## src/ptd_map.svh

```systemverilog
`ifndef PTD_MAP_SVH
`define PTD_MAP_SVH
// ==========================================
// Register addresses
`define PTD_ADDR_TENBASE     5'h1A
`define PTD_ADDR_SELFTEST1   5'h1B
`define PTD_ADDR_SELFTEST2   5'h1C
`define PTD_ADDR_CABLEDIAG   5'h1E
`define PTD_ADDR_RESETCTRL   5'h1F
// ==========================================
// Field positions
`define PTD_TB_LOWTHR_BIT    13
`define PTD_TB_SQ_HI         12
`define PTD_TB_SQ_LO         9
`define PTD_TB_NLP_BIT       7
`define PTD_TB_POL_BIT       4
`define PTD_TB_JAB_BIT       0
`define PTD_ST1_LOCK_BIT     15
`define PTD_ST1_CNT_HI       15
`define PTD_ST1_CNT_LO       8
`define PTD_ST1_IPG_HI       7
`define PTD_ST1_IPG_LO       0
`define PTD_ST2_LEN_HI       10
`define PTD_ST2_LEN_LO       0
`define PTD_CD_START_BIT     15
`define PTD_CD_DONE_BIT      1
`define PTD_CD_FAIL_BIT      0
`define PTD_RC_SWRST_BIT     15
`define PTD_RC_DIGRST_BIT    14
// ==========================================
// Reset values
`define PTD_SQ_RESET         4'h0
`define PTD_IPG_RESET        8'h7D
`define PTD_LEN_RESET        11'h5EE
`define PTD_CNT_MAX          8'hFF
`define PTD_CNT_ZERO         8'h00
`define PTD_ONE_BYTE         8'h01
`endif

```

## src/ptd_pkg.sv

```systemverilog
package ptd_pkg;
	// ==========================================
	// Management access carrier
	typedef struct packed {
		logic        rd;
		logic        wr;
		logic [4:0]  addr;
		logic [15:0] wdata;
	} ptd_mgmt_req_t;

	// Controls handed to analog and digital PHY
	typedef struct packed {
		logic        low_thresh;
		logic [3:0]  squelch;
		logic        nlp_disable;
		logic        jabber_disable;
		logic [7:0]  ipg_len;
		logic [10:0] pkt_len;
		logic        cable_start;
	} ptd_ctrl_t;

	// Error counter state
	typedef struct packed {
		logic [7:0] running;
		logic [7:0] locked;
	} ptd_cnt_t;
endpackage

```

## src/ptd_regs.sv

```systemverilog
`timescale 1ns/1ps
`include "ptd_map.svh"
// What this block does
// - Bit 13 of the 10BASE-Te register lowers the receive threshold when set.
// - Bits 12:9 pick the squelch level from 200mV in 50mV steps, reset 0000.
// - Bit 7 set stops normal link pulses, clear (reset) lets them go.
// - Bit 4 mirrors the status polarity bit and both clear on a read of the 10BASE-Te register or on a software reset.
// - Bit 0 set disables jabber, which matters only in 10BASE-Te.
// - Bits 15:8 of self-test register one show the errored byte count.
// - Writing 1 to bit 15 there locks the count for reading and clears the running counter.
// - In saturate mode the count stops at its maximum.
// - Bits 7:0 set the inter-packet gap, reset 0x7D.
// - Bits 10:0 of self-test register two set packet length, reset 0x5EE.
// - Cable start bit 15 is set by the host and cleared when done rises.
// - Done bit 1 reads 1 after the measurement completes.
// - Fail bit 0 reads 1 when the measurement failed.
// - Software reset bit 15 resets the whole PHY like the pin and clears itself.
// - Digital restart bit 14 resets digital logic and the errored byte count, clears cable start, keeps other registers and clears itself.
module ptd_regs (
	input  wire logic   clock_in,       // 40 MHz clock
	input  wire logic   rst_in,         // Hardware reset
	input  ptd_pkg::ptd_mgmt_req_t req_in, // Register access
	input  wire logic   pol_event_in,   // Inverted polarity seen
	input  wire logic   err_byte_in,    // Checker errored byte
	input  wire logic   cnt_wrap_in,    // Counter mode bit
	input  wire logic   cd_done_in,     // Cable engine done pulse
	input  wire logic   cd_fail_in,     // Cable engine fail pulse
	output logic [15:0] rdata_out,      // Read data
	output ptd_pkg::ptd_ctrl_t ctrl_out, // Controls to PHY
	output logic        sts_pol_out,    // Status register copy
	output logic        sw_reset_out,   // Whole PHY reset pulse
	output logic        dig_restart_out // Digital restart pulse
);
	import ptd_pkg::*;

	// ==========================================
	// State
	typedef struct packed {
		ptd_ctrl_t   ctrl;
		logic        pol;
		logic        cd_done;
		logic        cd_fail;
		logic        sw_rst;
		logic        dig_rst;
		logic [15:0] rdata;
	} ptd_state_t;

	ptd_state_t state;
	ptd_state_t next_state;
	ptd_cnt_t   cnt;
	logic       lock_pulse;
	logic       dig_clear;

	function automatic logic hit(input logic [4:0] a, input logic [4:0] want);
		hit = (a == want);
	endfunction

	assign lock_pulse = req_in.wr && hit(req_in.addr, `PTD_ADDR_SELFTEST1)
		&& req_in.wdata[`PTD_ST1_LOCK_BIT];
	// Soft reset acts as hardware reset on following cycle
	assign dig_clear = state.sw_rst || state.dig_rst;

	// ==========================================
	// Error counter
	ptd_err_counter #(
		.WIDTH (8)
	) u_cnt (
		.clock_in (clock_in),
		.rst_in   (rst_in),
		.clr_in   (dig_clear),
		.err_in   (err_byte_in),
		.wrap_in  (cnt_wrap_in),
		.lock_in  (lock_pulse),
		.cnt_out  (cnt)
	);

	// ==========================================
	// Next state
	always_comb begin
		next_state = state;
		next_state.sw_rst  = 1'b0;
		next_state.dig_rst = 1'b0;
		// Read mux, reserved bits zero
		next_state.rdata = 16'h0000;
		if (req_in.rd) begin
			unique case (req_in.addr)
				`PTD_ADDR_TENBASE: begin
					next_state.rdata[`PTD_TB_LOWTHR_BIT] = state.ctrl.low_thresh;
					next_state.rdata[`PTD_TB_SQ_HI:`PTD_TB_SQ_LO] = state.ctrl.squelch;
					next_state.rdata[`PTD_TB_NLP_BIT] = state.ctrl.nlp_disable;
					next_state.rdata[`PTD_TB_POL_BIT] = state.pol;
					next_state.rdata[`PTD_TB_JAB_BIT] = state.ctrl.jabber_disable;
				end
				`PTD_ADDR_SELFTEST1: begin
					next_state.rdata[`PTD_ST1_CNT_HI:`PTD_ST1_CNT_LO] = cnt.locked;
					next_state.rdata[`PTD_ST1_IPG_HI:`PTD_ST1_IPG_LO] = state.ctrl.ipg_len;
				end
				`PTD_ADDR_SELFTEST2:
					next_state.rdata[`PTD_ST2_LEN_HI:`PTD_ST2_LEN_LO] = state.ctrl.pkt_len;
				`PTD_ADDR_CABLEDIAG: begin
					next_state.rdata[`PTD_CD_START_BIT] = state.ctrl.cable_start;
					next_state.rdata[`PTD_CD_DONE_BIT] = state.cd_done;
					next_state.rdata[`PTD_CD_FAIL_BIT] = state.cd_fail;
				end
				default: next_state.rdata = 16'h0000;
			endcase
		end
		// Polarity read clear, new event wins
		if (req_in.rd && hit(req_in.addr, `PTD_ADDR_TENBASE))
			next_state.pol = 1'b0;
		if (pol_event_in)
			next_state.pol = 1'b1;
		// Writes
		if (req_in.wr) begin
			unique case (req_in.addr)
				`PTD_ADDR_TENBASE: begin
					next_state.ctrl.low_thresh = req_in.wdata[`PTD_TB_LOWTHR_BIT];
					next_state.ctrl.squelch = req_in.wdata[`PTD_TB_SQ_HI:`PTD_TB_SQ_LO];
					next_state.ctrl.nlp_disable = req_in.wdata[`PTD_TB_NLP_BIT];
					next_state.ctrl.jabber_disable = req_in.wdata[`PTD_TB_JAB_BIT];
				end
				`PTD_ADDR_SELFTEST1:
					next_state.ctrl.ipg_len = req_in.wdata[`PTD_ST1_IPG_HI:`PTD_ST1_IPG_LO];
				`PTD_ADDR_SELFTEST2:
					next_state.ctrl.pkt_len = req_in.wdata[`PTD_ST2_LEN_HI:`PTD_ST2_LEN_LO];
				`PTD_ADDR_CABLEDIAG:
					if (req_in.wdata[`PTD_CD_START_BIT]) begin
						next_state.ctrl.cable_start = 1'b1;
						next_state.cd_done = 1'b0;
						next_state.cd_fail = 1'b0;
					end
				`PTD_ADDR_RESETCTRL: begin
					next_state.sw_rst  = req_in.wdata[`PTD_RC_SWRST_BIT];
					next_state.dig_rst = req_in.wdata[`PTD_RC_DIGRST_BIT];
				end
				default: ;
			endcase
		end
		// Cable engine completion
		if (cd_done_in) begin
			next_state.cd_done = 1'b1;
			next_state.cd_fail = cd_fail_in;
			next_state.ctrl.cable_start = 1'b0;
		end
		// Digital restart keeps registers, stops measurement
		if (state.dig_rst)
			next_state.ctrl.cable_start = 1'b0;
		// Software reset returns everything to defaults
		if (state.sw_rst) begin
			next_state = '0;
			next_state.ctrl.ipg_len = `PTD_IPG_RESET;
			next_state.ctrl.pkt_len = `PTD_LEN_RESET;
			next_state.ctrl.squelch = `PTD_SQ_RESET;
		end
	end

	// ==========================================
	// State register
	always_ff @(posedge clock_in or posedge rst_in) begin
		if (rst_in) begin
			state <= '0;
			state.ctrl.ipg_len <= `PTD_IPG_RESET;
			state.ctrl.pkt_len <= `PTD_LEN_RESET;
			state.ctrl.squelch <= `PTD_SQ_RESET;
		end else begin
			state <= next_state;
		end
	end

	// Outputs
	assign rdata_out       = state.rdata;
	assign ctrl_out        = state.ctrl;
	assign sts_pol_out     = state.pol;
	assign sw_reset_out    = state.sw_rst;
	assign dig_restart_out = state.dig_rst;
endmodule

```

## src/ptd_err_counter.sv

```systemverilog
`timescale 1ns/1ps
`include "ptd_map.svh"
// ==========================================
// Self-test errored byte counter
module ptd_err_counter #(
	parameter int WIDTH = 8
) (
	input  wire logic   clock_in,   // Clock
	input  wire logic   rst_in,     // Async reset
	input  wire logic   clr_in,     // Sync clear
	input  wire logic   err_in,     // Errored byte pulse
	input  wire logic   wrap_in,    // 1 wraps, 0 saturates
	input  wire logic   lock_in,    // Lock and clear pulse
	output ptd_pkg::ptd_cnt_t cnt_out // Counter state
);
	import ptd_pkg::*;
	ptd_cnt_t state;
	ptd_cnt_t next_state;

	// Count, saturate, lock
	always_comb begin
		next_state = state;
		if (err_in && (wrap_in || state.running != `PTD_CNT_MAX))
			next_state.running = state.running + `PTD_ONE_BYTE;
		if (lock_in) begin
			next_state.locked  = state.running;
			next_state.running = err_in ? `PTD_ONE_BYTE : `PTD_CNT_ZERO;
		end
		if (clr_in) begin
			next_state = '0;
		end
	end

	// State register
	always_ff @(posedge clock_in or posedge rst_in) begin
		if (rst_in)
			state <= '0;
		else
			state <= next_state;
	end

	assign cnt_out = state;
endmodule

```

## config.mk

```make
export PLATFORM = sky130hd
export DESIGN_NAME = ptd_regs
export DESIGN_NICKNAME = d
export VERILOG_FILES = /design/src/ptd_pkg.sv /design/src/ptd_regs.sv /design/src/ptd_err_counter.sv
export VERILOG_INCLUDE_DIRS = /design/src
export SDC_FILE = /design/constraint.sdc
export NUM_CORES = 1
export LEC_CHECK = 0
export ABC_AREA = 1
export BUFFER_PORTS_ARGS = -buffer_cell sky130_fd_sc_hd__buf_2
export CAP_MARGIN = 20
export CORE_MARGIN = 2
export CORE_UTILIZATION = 45
export DETAILED_ROUTE_END_ITERATION = 16
export GPL_TIMING_DRIVEN = 0
export PLACE_DENSITY = 0.68
export SETUP_SLACK_MARGIN = 0.2
export SLEW_MARGIN = 15
export SYNTH_ARGS = -nofsm -noshare
export SYNTH_HDL_FRONTEND = slang
export SYNTH_HIERARCHICAL = 1
export SYNTH_SLANG_ARGS = --single-unit
```

## constraint.sdc

```tcl
create_clock -name clock_in -period 3.91 [get_ports clock_in]
set_clock_uncertainty 0.15 [all_clocks]
set_input_delay 0.391 -clock clock_in [delete_from_list [all_inputs] [get_ports clock_in]]
set_output_delay 0.391 -clock clock_in [all_outputs]
set_load 0.01 [all_outputs]
```

# --- Yosys cells after proc, flatten, opt, wreduce, memory -nomap -nowiden ---
# Index checks and enable logic that the tools add are counted.
# Widths: inputs -> output; s select.
word_totals:
  ff_bits: 64
  in_bits: 30
  output_inout_bits: 46
  elab_cells: 78
classes:
  n_addsub: 1
  n_eq_ne: 6
  mux: 32
  n_reduce_logical: 24
ops:
  columns: ["cell", "count"]
  rows:
  - ["$mux 16", 3]
  - ["$mux 48", 1]
  - ["$mux 27", 1]
  - ["$eq 5x5->1 const B", 5]
  - ["$mux 8", 2]
  - ["$reduce_bool 3->1", 5]
  - ["$reduce_bool 4->1", 3]
  - ["$mux 11", 1]
  - ["$reduce_bool 2->1", 5]
  - ["$pmux 1 s3", 3]
  - ["$add 8x1->8 const B", 1]
  - ["$mux 1", 8]
  - ["$mux 2", 4]
  - ["$ne 8x8->1 const B", 1]
  - ["$pmux 2 s2", 2]
  - ["$mux 7", 1]
  - ["$pmux 2 s3", 1]
  - ["$pmux 3 s2", 1]
  - ["$reduce_and 2->1", 3]
  - ["$reduce_and 3->1", 2]
  - ["$logic_and 1x1->1", 4]
  - ["$mux 4", 1]
  - ["$pmux 1 s2", 2]
  - ["$pmux 1 s4", 1]
  - ["$logic_or 1x1->1", 2]

# --- Depth between registers and ports, before layout ---
# Gate-level depths: netlist (run 1).
depth:
  ltp_word: 6
  mapped_depth: 10
  depth_no_buf: 10

# --- Cells and area by module ---
# Netlist (run 1), hierarchy kept.
by_module_without_submodules:
  columns: ["mod", "instances", "cells_each", "area_per_inst_um2", "seq_area_each_um2"]
  rows:
  - ["ptd_regs", 1, 298, 2541.2, 1218.7]
  - ["ptd_err_counter", 1, 106, 829.5, 400.4]

# --- Least setup slack after synthesis (run 1) ---
# OpenSTA, ideal clock, no wires.
synth_path:
  path_type: "input to register"
  from: "input req_in[19] (netlist name)"
  to: "register u_cnt.state, in the netlist u_cnt/cnt_out[13]"
  arrival_time_ns: 1.541
  t_required_ns: 3.643
  slack_ns: 2.102
  cell_stages: 10
  path_buffers: 1
  path_cell_list: "nand2_2 nor2_4 nand3_4 nor2_1 inv_2 nand2_1 inv_2 buf_2 nand3_1 nand2_1"
synth_via:
  elab_chain_len: 5
  word_cells_on_any_way: 6
synth_lines:
  columns: ["element", "line", "text"]
  rows:
  - ["from (decl)", "ptd_regs.sv:22", "input ptd_pkg::ptd_mgmt_req_t req_in,"]
  - ["$eq 5x5->1 *", "ptd_regs.sv:55", "hit = (a == want);"]
  - ["$logic_and 1x1->1 * (2 in a row)", "ptd_regs.sv:58", "assign lock_pulse = req_in.wr && hit(req_in.addr, `PTD_ADDR_SELFTEST1)"]
  - ["named net lock_pulse", "ptd_regs.sv:51", "logic lock_pulse;"]
  - ["$mux 16", "ptd_err_counter.sv:25", "if (lock_in) begin"]
  - ["$mux 16", "ptd_err_counter.sv:29", "if (clr_in) begin"]
  - ["to (signal assigned)", "ptd_err_counter.sv:39", "state <= next_state;"]
  - ["to (decl)", "ptd_err_counter.sv:17", "ptd_cnt_t state;"]
# Mark *: on every way through the listed nets, which the timed path passes. The rest lies on a longest branch. The select of a mux whose other input is x is not followed.
# A chain may end at the register's enable or synchronous reset.

# --- Worst setup path in the final report (run 1) ---
layout_path:
  from: "register state, in the netlist sw_reset_out"
  to: "register u_cnt.state, in the netlist u_cnt/cnt_out[1]"
layout_via:
  elab_chain_len: 2
  word_cells_on_any_way: 3
layout_lines:
  columns: ["element", "line", "text"]
  rows:
  - ["from (decl)", "ptd_regs.sv:48", "ptd_state_t state;"]
  - ["from (signal assigned)", "ptd_regs.sv:166", "state <= next_state;"]
  - ["$logic_or 1x1->1 *", "ptd_regs.sv:61", "assign dig_clear = state.sw_rst || state.dig_rst;"]
  - ["named net dig_clear", "ptd_regs.sv:52", "logic dig_clear;"]
  - ["$mux 16 / $reduce_bool 2->1 (equally long branches)", null, null]
# Mark *: on every way through the listed nets, which the timed path passes. The rest lies on a longest branch.

==> run summary, run 1 <==
The flow ran to the end, and the final reports show no timing, DRC or antenna violations. Overall power of the completed layout: 0.00177 W. By startpoint and endpoint, the worst setup path is classified as reg -> reg.

The logs give 0.230 for the part of the total power dissipated in combinational logic and 2 for the maximum root-to-sink buffer count. The starting utilization of the core area was 0.465. The cell area that synthesis handed to floorplanning was 3370 µm².

In the post-synthesis netlist, the biggest area contributors are dfrtp_1 37%, dfstp_2 11%, nand2_1 9.9%. The worst endpoint required time was 4.02 ns. In the routed layout, each cell is associated on average with a via count of 4.69. Clock tree synthesis inserted a total of 9 buffers. Counting cells, the worst reg-to-reg path comes to 9. Summing over every cut layer, the via total after detailed routing is 2,798. Traced cell by cell, the critical path runs through buf_2, inv_1, nand2_1, inv_1, nand2_1, inv_2, buf_2, nand2_1, o21ai_0. For this design the total switching power over the nets is 0.000557 W. Setup violations remaining at the end of the flow were counted as 0. The xor and xnor area share after synthesis was 0.00260; the overall routing resource usage was 0.198.

The worst hold path terminates at ctrl_out[9]. The initial antenna violation count was 0; the clock input transition at the sequential cells of the worst setup and hold paths was 0.07 ns. The number of global-route vias before repair is 2,697, and the largest driver fanout on the critical path is 10. Setup repair after global routing left no endpoint under its margin. The wire length per cell after detailed routing is 12.6 µm, and the clock period minus final worst setup slack is 2.08 ns. Clock tree synthesis found a total of 64 sinks. The net switching fraction of the power came out at 0.315.

The startpoint identified for the worst hold timing path is req_in[8]. Library cell appearing most often on the critical path: nand2_1. The logs give 6 for the total of warnings raised by yosys and 12.8 mm for the first-pass GRT wire length. The worst register-to-register path begins at sw_reset_out.

TritonCTS built the clock tree. The number of setup buffers added after CTS is 0. The run gives 0.34 ns as the later-pin clock latency in the skew report. The die area is 8200 µm², and the fraction of synthesized cell area taken by the top area cell type is 0.371.

The tools report the cell internal power dissipation as 0.00121 W. The weighted congestion reported at the end of routability-driven placement is 0.848, and the post-route DRC violation count is 0. The area of the core region was 7250 µm²; the total overflow reported by the global router was 0.

The run gives 0 as the total of max-cap violations. Wires add up to 7.52 mm. In this run the critical register-to-register path is captured at u_cnt/cnt_out[1]. Across the VDD grid, the largest voltage drop is 0.000181 V. The final layout contains 523 nets. The slowest stage of the critical path belongs to the cell dfrtp_1. The path class of the tightest hold or removal check is in -> reg. In this run the tool buffered the top-level ports with 75 buffer cells. Relative to the synthesized area, the layout overhead comes to 20.8%.

The tools report the part of the power in registers as 0.487. The detail route stage leaves a number of antenna-violating nets equal to 0. Adder-cell share of the synthesized area: 0.00371. Share of synthesized cell area in and, or, nand and nor gates: 0.271. For the number of I/O pins, the log shows 76.

Final number of max-transition violations: 0. The post-synthesis compound-gate area fraction came out at 0.0798. The first detailed-routing pass ran for 5 iterations.

The number of synthesized register bits came out at 64. Leaving out fill and tap cells, the most frequent cell in the layout is nand2_1. Summed over all cells, the static leakage comes to 2.23 nW.

The sequential area share after synthesis came out at 0.480. The die is 90.5 µm tall. On the worst path, the slowest cell contributes a delay of 0.38 ns. The H-tree was split into 3 levels. Measured along the x axis, the die boundary spans 90.5 µm.

STA classifies the critical path endpoint as a register. The library cells used most frequently in the layout, excluding fill and tap cells, are 89 x nand2_1, 80 x buf_2, 50 x nand3_1, 50 x dfrtp_1, 44 x buf_4. The wire-length estimate of the detail-placed layout is 5.63 mm. The floorplan has 31 rows. The fraction of final layout cells with drive strength greater than 1 was 0.382. Setup total negative slack on the finished layout was measured at 0 ns.

The total power density per cell area works out to 434 nW/µm². Averaged over all synthesized cells, the footprint is 8.34 µm². The tools report the headroom to the max-slew limit as 0.601.

The buffer type at the clock tree root was clkbuf_8. For the pin with the worst max-slew slack, the measured transition is 0.598 ns. The number of antenna diodes in the final layout is 0. Mux cell area share after synthesis: 0. dfrtp_1 takes more of the synthesized area than any other cell. Across all register-to-register paths, the minimum setup slack is 1.83 ns.

Synthesis instantiated 31 different standard cells from the library. Entering global routing, the biggest net connects 32 pins. Final-report hold violation count: 0.

By area, the combinational part of the netlist is dominated by simple AND/OR/NAND/NOR gates. Fill cells in the final layout number 694. The tools report the net count of the mapped netlist as 435.

For the clock share of power, the log shows 0.283. Along the worst hold path, the cell count comes to 3. After technology mapping, the gate count stands at 404. At the worst endpoint, the arrival time is 2.19 ns.

The logs give 481 MHz for the highest achievable clock rate and 118 for the number of DRC violations after detailed-routing iteration 0. The worst setup path is launched from a register. The share of the cycle needed by the critical path after routing came out at 0.531.
[logic make-up after synthesis]
kind of cell / Yosys count
flip-flops: 64
AO/OA/AOI/OAI: 44
buffers and inverters: 96
XOR/XNOR: 1
adder cells (fa/ha/maj): 1
AND/OR/NAND/NOR: 198
[sequential cells by signal, summed over array words and instances, names as in the netlist]
name and cells:
sw_reset_out 1, state 2, ctrl_out 27, sts_pol_out 1
u_cnt/cnt_out 16, rdata_out 16, dig_restart_out 1
[per-layer routing]
layer  share of wire  global-route usage  vias to the layer above
li1                -                   -                     1423
met1            0.47               0.270                     1272
met2            0.45               0.310                       90
met3           0.058              0.0334                       13
met4           0.023              0.0897                        0
met5               0                   0                        -
[worst max path at each step]
stage / to / start / cells past startpoint / slack, ns
2_1_floorplan: u_cnt/cnt_out[13] / req_in[19] / 10 / 2.10
3_3_place_gp: rdata_out[1] / rst_in / 2 / 1.63
3_5_place_dp: u_cnt/cnt_out[1] / req_in[19] / 11 / 1.63
4_1_cts: u_cnt/cnt_out[13] / sw_reset_out / 9 / 1.87
5_1_grt: u_cnt/cnt_out[13] / sw_reset_out / 9 / 1.64
6_report: u_cnt/cnt_out[1] / sw_reset_out / 9 / 1.83
[power groups by stage]
stage | registers, W | logic, W | clock network (W)
2_1_floorplan | 0.000847 | 0.000298 | 0
3_3_place_gp | 0.000867 | 0.000399 | 0
3_5_place_dp | 0.000871 | 0.000409 | 0
4_1_cts | 0.000859 | 0.000411 | 0.000513
5_1_grt | 0.000875 | 0.000459 | 0.000539
6_report | 0.000860 | 0.000406 | 0.000499
[cell usage after synthesis, drive strengths merged]
library cell,instances
nor4,1
inv,44
nand2,96
nor2,44
nand4,1
dfrtp,50
o21ai,28
o22ai,2
a21oi,13
o31ai,1
nor3,4
ha,1
clkbuf,1
xnor2,1
dfstp,14
nand3,52
buf,51
[repair_timing]
| item | CTS | global route |
|---|---|---|
| resized for setup | 0 | 0 |
| hold buffers | 1 | 0 |
| hold endpoints to repair | 30 | 0 |
[per-stage QoR]
step	hold slack [ns]	instance area (µm²)	util	std cells	worst slack, ns
after floorplan	0.155	3370	-	404	2.10
after global placement	0.306	3870	0.534	578	1.63
after detailed placement	0.247	3890	0.536	579	1.63
after CTS	0.113	4070	0.561	596	1.87
after global routing	0.124	4070	0.561	596	1.64
final	0.120	4070	0.561	596	1.83
[area by class of cell]
class	instances	area, µm²	share of cell area
multi-input combinational	244	1200	0.296
clock inverter	7	47.5	0.0117
inverter	44	165	0.0406
sequential	64	1620	0.398
buffer	52	382	0.0937
clock buffer	9	124	0.0304
tap	99	124	0.0304
timing repair buffer	77	405	0.0996
[critical path, delay by kind of cell (launching register included)]
kind	cells	cell delay (ns)
compound gates	1	0.07
flops	1	0.38
simple gates	3	0.37
buf+inv	5	1.02
Note: power is estimated with default switching activity, not from simulation.
==> run 2, diff against run 1 <==
ABC_AREA = 0   (was 1)
PLACE_DENSITY = 0.71   (was 0.68)
clock period = 1.9 ns   (was 3.91 ns; I/O delays follow)
==> run summary, run 2 <==
The number of synthesized register bits is 64 (unchanged), and the number of buffers inserted during clock tree synthesis is 9 (unchanged). The antenna diode count was 0 (unchanged). The tree is rooted in a clkbuf_8. The highest-delay cell along the critical path was or4b_1. In this run the worst setup path terminates at u_cnt/cnt_out[8]. The biggest area contributor in the post-synthesis netlist is dfrtp_1. The critical path goes through buf_2, and4b_1, and2_4, buf_6, buf_6, and3_4, or4b_1, a31oi_1. The maximum number of pins on one net before global-route repair came out at 29 (-9.4%). The tools report the arrival time at the worst endpoint as 1.85 ns (-0.34 ns). Starting utilization of the core area: 0.462 (-0.00300).

For the final-report hold violation count, the log shows 0 (unchanged). The later-pin clock latency in the skew report is 0.34 ns (about the same). Leaving out fill and tap cells, the most frequent cells in the layout are 74 x buf_2, 51 x buf_4, 48 x dfrtp_1.

STA classifies the critical path endpoint as a register. After layout, the minimum clock period comes to 1.74 ns. The total of fill cells in the finished design is 595 (-14%), and the post-route DRC violation count is 0 (unchanged).

The via count was 2,801 (+0.11%); the number of I/O pins was 76 (unchanged). Die boundary height: 89.8 µm (-0.82%). Timing would allow up to 575 MHz. The share of the cycle needed by the critical path after routing is 0.916. Leaving out fill and tap cells, the most frequent cell in the layout is buf_2. The most numerous cell type found on the critical path is buf_6. The tools report the first-pass GRT wire length as 13.3 mm (+3.7%). Sorting the synthesized cells by area gives the leading types as dfrtp_1 38%, dfstp_2 11%, buf_4 10%.

The worst setup path is of the in -> reg kind. The fraction of final layout cells with drive strength greater than 1 was 0.412 (+0.0300). The total power density per cell area is 949 nW/µm² (+120%). The logs give 52 (+68%) for the number of distinct library cell variants in the gate-level netlist after synthesis and 324 (-20%) for the number of instances in the synthesized netlist. For the area of the core region, the log shows 7180 µm² (-1.1%). For the setup slack after placement, the log shows -0.118 ns (-1.74 ns). The worst supply voltage drop on vdd was 0.000444 V (+140%). For the net count of the mapped netlist, the log shows 355 (-18%). Fraction of synthesized cell area taken by the top area cell type: 0.378 (+0.00645).

The run gives 0.208 (+0.0103) as the overall routing resource usage. The total overflow reported by the global router is 0 (unchanged). The wire length reported by the detailed router is 8.08 mm (+7.5%). The final number of max-transition violations was 0 (unchanged). Worst setup path startpoint: req_in[17]. The logs give 31 (unchanged) for the cell row count and 0 (unchanged) for the antenna violation net count after detailed routing. The logs give 0 ns (unchanged) for the summed negative setup slack over all endpoints and 3 (unchanged) for the number of H-tree levels.

The run finished with clean final reports. The logs give 0.0959 ns (-0.0245 ns) for the minimum hold slack and 0 (unchanged) for the final count of negative-setup-slack endpoints. The logs give 2,726 (+1.1%) for the number of global-route vias before repair and 0 (unchanged) for the total of max-cap violations. The most common flop cell mapped by yosys is dfrtp_1. The sequential cell area came out at 1620 µm² (+0.16%).

TritonCTS built the clock tree. The wire length per cell after detailed routing is 15.0 µm (+19%), and the static power due to leakage is 2.14 nW (-4.3%). The via count normalized by instance count works out to 5.21 (+11%).

The path class of the tightest hold or removal check is in -> reg. The number of clock sinks seen by CTS is 64 (unchanged), and the width of the die is 89.8 µm (-0.82%). The depth of the worst register-to-register path works out to 5 (-4). The final HPWL from detailed placement is 5.62 mm (-0.20%), and the sequential area share after synthesis is 0.489 (+0.00834). The clock input transition at the sequential cells of the worst setup and hold paths came out at 0.07 ns (about the same). The startpoint type of the worst setup path is a primary input. The launch point of the worst reg-to-reg path was u_cnt/cnt_out[8]. The area of combinational cells with multiple inputs was 1270 µm² (+5.6%). The maximum root-to-sink buffer count was 2 (unchanged). The delay of the slowest cell on the worst path came out at 0.52 ns (+0.14 ns). For the number of DRC violations after detailed-routing iteration 0, the log shows 293 (+150%). Among all cell types in the netlist, the one instantiated most often is dfrtp_1. Share of flip-flops with an asynchronous set or reset: 1.00 (unchanged). The run gives 2.01 ns (-2.01 ns) as the worst endpoint required time. Setup repair after global routing could not meet its margin everywhere. The tools report the flop-to-flop setup slack as 0.24 ns (-1.59 ns).

The flip-flop count of the largest register, all copies and words added works out to 27 (unchanged). In this design, the largest share of critical-path delay is due to simple AND/OR/NAND/NOR gates. From synthesis to final layout, the design area changed by 30.8%.

Final worst-path setup slack: 0.160 ns (-1.67 ns). The synthesized area per cell came out at 10.2 µm² (+23%). The initial antenna violation count is 0 (unchanged), and the transition time of the tightest slew-check pin is 0.608 ns (+0.00960 ns). The number of buffers inserted by port buffering is 73 (-2.7%), and the headroom to the max-slew limit is 0.594 (-0.00641). Number of enable flip-flop cells after synthesis: 0 (unchanged). The buffer and inverter count on the worst path came out at 3 (-2). The weighted congestion reported at the end of routability-driven placement is 0.892 (+5.1%). The total of warnings raised by yosys was 6 (unchanged). The depth of the critical timing path with buffers and inverters included was 8 (-1); the post-layout net count was 465 (-11%). The commonest cells after synthesis are 50 x dfrtp_1, 46 x buf_4, 27 x nand3_1.

The largest driver fanout on the critical path was 10 (unchanged); the die area was 8060 µm² (-1.6%). The endpoint identified for the worst register-to-register timing path is u_cnt/cnt_out[8]. The iteration count of the initial detailed-routing pass was 5 (unchanged).

Netlist area before placement: 3310 µm² (-1.7%).
[run 2: changes by cell type after synthesis, sizes merged, moves of 14 or more]
cell	previous run	this run
o21ai	28	2
nand3	52	27
inv	44	4
nand2	96	26
nand3b	0	14
nor2	44	25
mux2i	0	17
[run 2: per-layer routing]
metal	wire, µm	track usage	part of all wire	vias to the layer above
li1	-	-	-	1324
met5	0	0	0	-
met4	209	0.0962	0.026	0
met1	3570	0.279	0.44	1357
met3	427	0.0444	0.053	20
met2	3870	0.325	0.48	100
[run 2: final cells by class]
cell class / instances / share of cell area
flip-flops and latches: 64 / 0.374
multi-input cells: 194 / 0.294
repair buffers: 99 / 0.145
plain buffers: 62 / 0.103
clock buffers: 13 / 0.0367
well taps: 99 / 0.0286
clock inverters: 3 / 0.0150
inverters: 4 / 0.00347
[run 2: power breakdown]
part / internal [W] / switching [W]
registers: 0.00163 / 0.000182
clock network: 0.000810 / 0.000503
logic: 0.000514 / 0.000472
[run 2: what timing repair did]
item | 4_1_cts | 5_1_grt
hold buffers | 21 | 0
setup buffers | 2 | 2
resized for setup | 4 | 12
pin swaps | 0 | 3
endpoints found under the setup margin | 3 | 23
endpoints found under the hold margin | 60 | 0
[run 2: how the worst min path moves through the flow]
| stage | startpoint | endpoint | slack (ns) | depth (start not counted) |
|---|---|---|---|---|
| 3_5_place_dp | rst_in | rdata_out[14] | 0.08 | 2 |
| 6_report | cnt_wrap_in | u_cnt/cnt_out[12] | 0.1 | 3 |
| 5_1_grt | cnt_wrap_in | u_cnt/cnt_out[12] | 0.09 | 3 |
| 2_1_floorplan | rst_in | u_cnt/cnt_out[0] | -0.05 | 1 |
| 4_1_cts | cnt_wrap_in | u_cnt/cnt_out[12] | 0.07 | 3 |
| 3_3_place_gp | rst_in | u_cnt/cnt_out[4] | 0.15 | 2 |
[run 2: worst register-to-register path: cells and delay by family, from the launching register on]
family	cells	cell delay, ns
flops	1	0.38
fa+ha+maj	1	0.18
compound gates	1	0.17
simple gates	2	0.62
buf+inv	1	0.09
[run 2: kinds of logic (layout without fill, tap and decap cells)]
kind of cell,Yosys count,after routing,synth area share
AND/OR/NAND/NOR,130,130,0.219
buffers and inverters,66,181,0.136
flip-flops,64,64,0.489
AO/OA/AOI/OAI,46,46,0.101
multiplexers,17,17,0.0514
adder cells (fa/ha/maj),1,1,0.00378
[run 2: stage by stage]
stage	total power [W]	instances	util	cell area [µm²]
final	0.00411	538	0.604	4330
after global routing	0.00432	538	0.604	4330
after CTS	0.00410	536	0.597	4290
after detailed placement	0.00274	497	0.534	3830
after global placement	0.00269	496	0.531	3810
after floorplan	0.00242	324	-	3320
==> run 3, diff against run 2 <==
CAP_MARGIN = 0   (was 20)
RECOVER_POWER = 100   (was default)
==> run summary, run 3 (synthesis results as in run 2) <==
The fraction of final layout cells with drive strength greater than 1 was 0.296 (-0.116); the setup slack after placement was -0.118 ns (unchanged). The total power density per cell area works out to 951 nW/µm² (+0.25%). TritonCTS built the clock tree.

First-pass GRT wire length: 13.3 mm (unchanged). The headroom to the max-slew limit was 0.473 (-0.122). In this run the clock root is driven by a clkbuf_8. The run gives 5.62 mm (unchanged) as the final HPWL from detailed placement. In this run the critical register-to-register path is captured at u_cnt/cnt_out[15]. For the antenna diode count, the log shows 0 (unchanged).

The flip-flop count of the largest register, all copies and words added was 27 (unchanged). The flow ran to the end, and the final reports show no timing, DRC or antenna violations. The wire length reported by the detailed router was 8.05 mm (-0.30%); the arrival time at the worst endpoint was 1.87 ns (+0.02 ns). The number of H-tree levels is 3 (unchanged). Antenna violation net count after detailed routing: 0 (unchanged). The delay of the slowest cell on the worst path came out at 0.32 ns (-0.20 ns).

The highest achievable clock rate is 557 MHz (-3.1%), and the flop-to-flop setup slack is 0.19 ns (-0.05 ns). The clock period minus final worst setup slack is 1.80 ns (+0.0555 ns). The library cell appearing most often on the critical path is buf_6. The largest driver fanout on the critical path is 10 (unchanged), and the post-layout net count is 465 (unchanged). Depth of the worst register-to-register path: 3 (-2).

The wire length per cell after detailed routing was 15.0 µm (-0.30%). The width of the die was 89.8 µm (unchanged); the clock input transition at the sequential cells of the worst setup and hold paths was 0.07 ns (about the same). The startpoint type of the worst setup path is a primary input. The highest-delay cell along the critical path was clkbuf_2.

Die boundary height: 89.8 µm (unchanged). The area of the core region was 7180 µm² (unchanged). The iteration count of the initial detailed-routing pass was 4 (-1); the final-report hold violation count was 0 (unchanged). The library cell used most frequently in the layout, excluding fill and tap cells, is dfrtp_1. The overall power of the completed layout was 0.00406 W (-1.3%). The tools report the end-of-flow core utilization as 0.595 (-0.00907). The final number of max-transition violations was 0 (unchanged); the via count normalized by instance count was 5.15 (-1.0%). The number of DRC violations after detailed-routing iteration 0 was 244 (-17%). The worst setup path is of the in -> reg kind. Worst supply voltage drop on vdd: 0.000445 V (+0.26%). Tracing the worst setup path back leads to its startpoint at req_in[18]. The number of I/O pins was 76 (unchanged). The run gives 0.104 ns (-0.0555 ns) as the final worst-path setup slack. The worst hold path belongs to the class in -> reg. The worst setup path is captured at a register.

The transition time of the tightest slew-check pin came out at 0.790 ns (+0.182 ns). The worst register-to-register path begins at sw_reset_out. The starting utilization of the core area was 0.462 (unchanged); the share of the cycle needed by the critical path after routing was 0.945 (+0.0292). The destination of the critical timing path was u_cnt/cnt_out[6]. The area added between synthesis and finish is 28.8%, and the number of buffers inserted during clock tree synthesis is 9 (unchanged).

The summed negative setup slack over all endpoints was 0 ns (unchanged); the post-route DRC violation count was 0 (unchanged). Setup repair after global routing could not meet its margin everywhere. Number of buffers inserted by port buffering: 73 (unchanged). For the cell row count, the log shows 31 (unchanged). The worst endpoint required time was 1.97 ns (-0.04 ns); the minimum hold slack was 0.0891 ns (-0.00683 ns).

The run gives 0 (unchanged) as the final count of negative-setup-slack endpoints. The total of max-cap violations is 0 (unchanged), and the total overflow reported by the global router is 0 (unchanged). The critical path goes through clkbuf_4, and4b_1, and2_4, buf_6, buf_6, and3_4, clkbuf_2, mux2i_1, nor2_1.

The maximum root-to-sink buffer count came out at 2 (unchanged). The initial antenna violation count is 0 (unchanged). The weighted congestion reported at the end of routability-driven placement was 0.892 (unchanged); the overall routing resource usage was 0.208 (unchanged). The top cell types in the final layout, fill and taps aside, are 49 x dfrtp_1, 46 x buf_4, 42 x clkbuf_1. The tools report the number of global-route vias before repair as 2,726 (unchanged). For the via count, the log shows 2,773 (-1.0%). The tools report the maximum number of pins on one net before global-route repair as 29 (unchanged). The die area was 8060 µm² (unchanged). The number of clock sinks seen by CTS was 64 (unchanged). The static power due to leakage was 1.98 nW (-7.2%). Later-pin clock latency in the skew report: 0.34 ns (about the same).
-- run 3: cell count changes in the layout (fill, tap and decap cells not counted), moves of 2 or more --
cell | previous run | this run
clkbuf_2 | 2 | 4
and2_1 | 4 | 2
buf_2 | 74 | 41
dfstp_2 | 14 | 0
clkbuf_1 | 8 | 42
clkbuf_4 | 2 | 4
dfstp_1 | 0 | 14
and2_0 | 0 | 2
buf_4 | 51 | 46
-- run 3: how the worst min path moves through the flow --
stage                                    to  cells after the start   startpoint
final                     u_cnt/cnt_out[12]                      3  cnt_wrap_in
after floorplan            u_cnt/cnt_out[0]                      1       rst_in
after global placement     u_cnt/cnt_out[4]                      2       rst_in
after detailed placement      rdata_out[14]                      2       rst_in
after CTS                 u_cnt/cnt_out[12]                      3  cnt_wrap_in
after global routing      u_cnt/cnt_out[12]                      3  cnt_wrap_in
-- run 3: repair_timing --
item / in CTS / in global routing
pin swaps: 0 / 3
buffers inserted: 2 / 2
gates resized for setup: 4 / 12
endpoints found under the setup margin: 3 / 23
endpoints found under the hold margin: 60 / 0
hold buffers: 21 / 0
-- run 3: power by group --
part,switching (W),total (W),internal [W]
clock network,0.000493,0.00130,0.000809
registers,0.000181,0.00179,0.00161
logic,0.000472,0.000970,0.000498
-- run 3: worst max-delay path: cells and delay by family --
kind,cells,cell delay (ns)
simple gates,4,0.71
buf+inv,4,0.71
mux,1,0.25
-- run 3: routing by layer --
layer	GRT usage	wire length (µm)	share of wire	vias up
met2	0.325	3860	0.48	102
met4	0.0962	227	0.028	0
met3	0.0444	451	0.056	20
li1	-	-	-	1322
met1	0.279	3520	0.44	1329
met5	0	0	0	-
-- run 3: cell type report --
type | instances | area, µm²
fill | 614 | 2910
multi-input combinational | 194 | 1260
tap | 99 | 124
timing repair buffer | 99 | 586
clock inverter | 3 | 65.1
sequential | 64 | 1620
inverter | 4 | 15.0
buffer | 62 | 440
clock buffer | 13 | 159
-- run 3: stage by stage --
step	instance area, µm²	std cells
floorplan	3320	324
detailed placement	3830	497
global route	4270	538
finish	4270	538
CTS	4290	536
global placement	3810	496
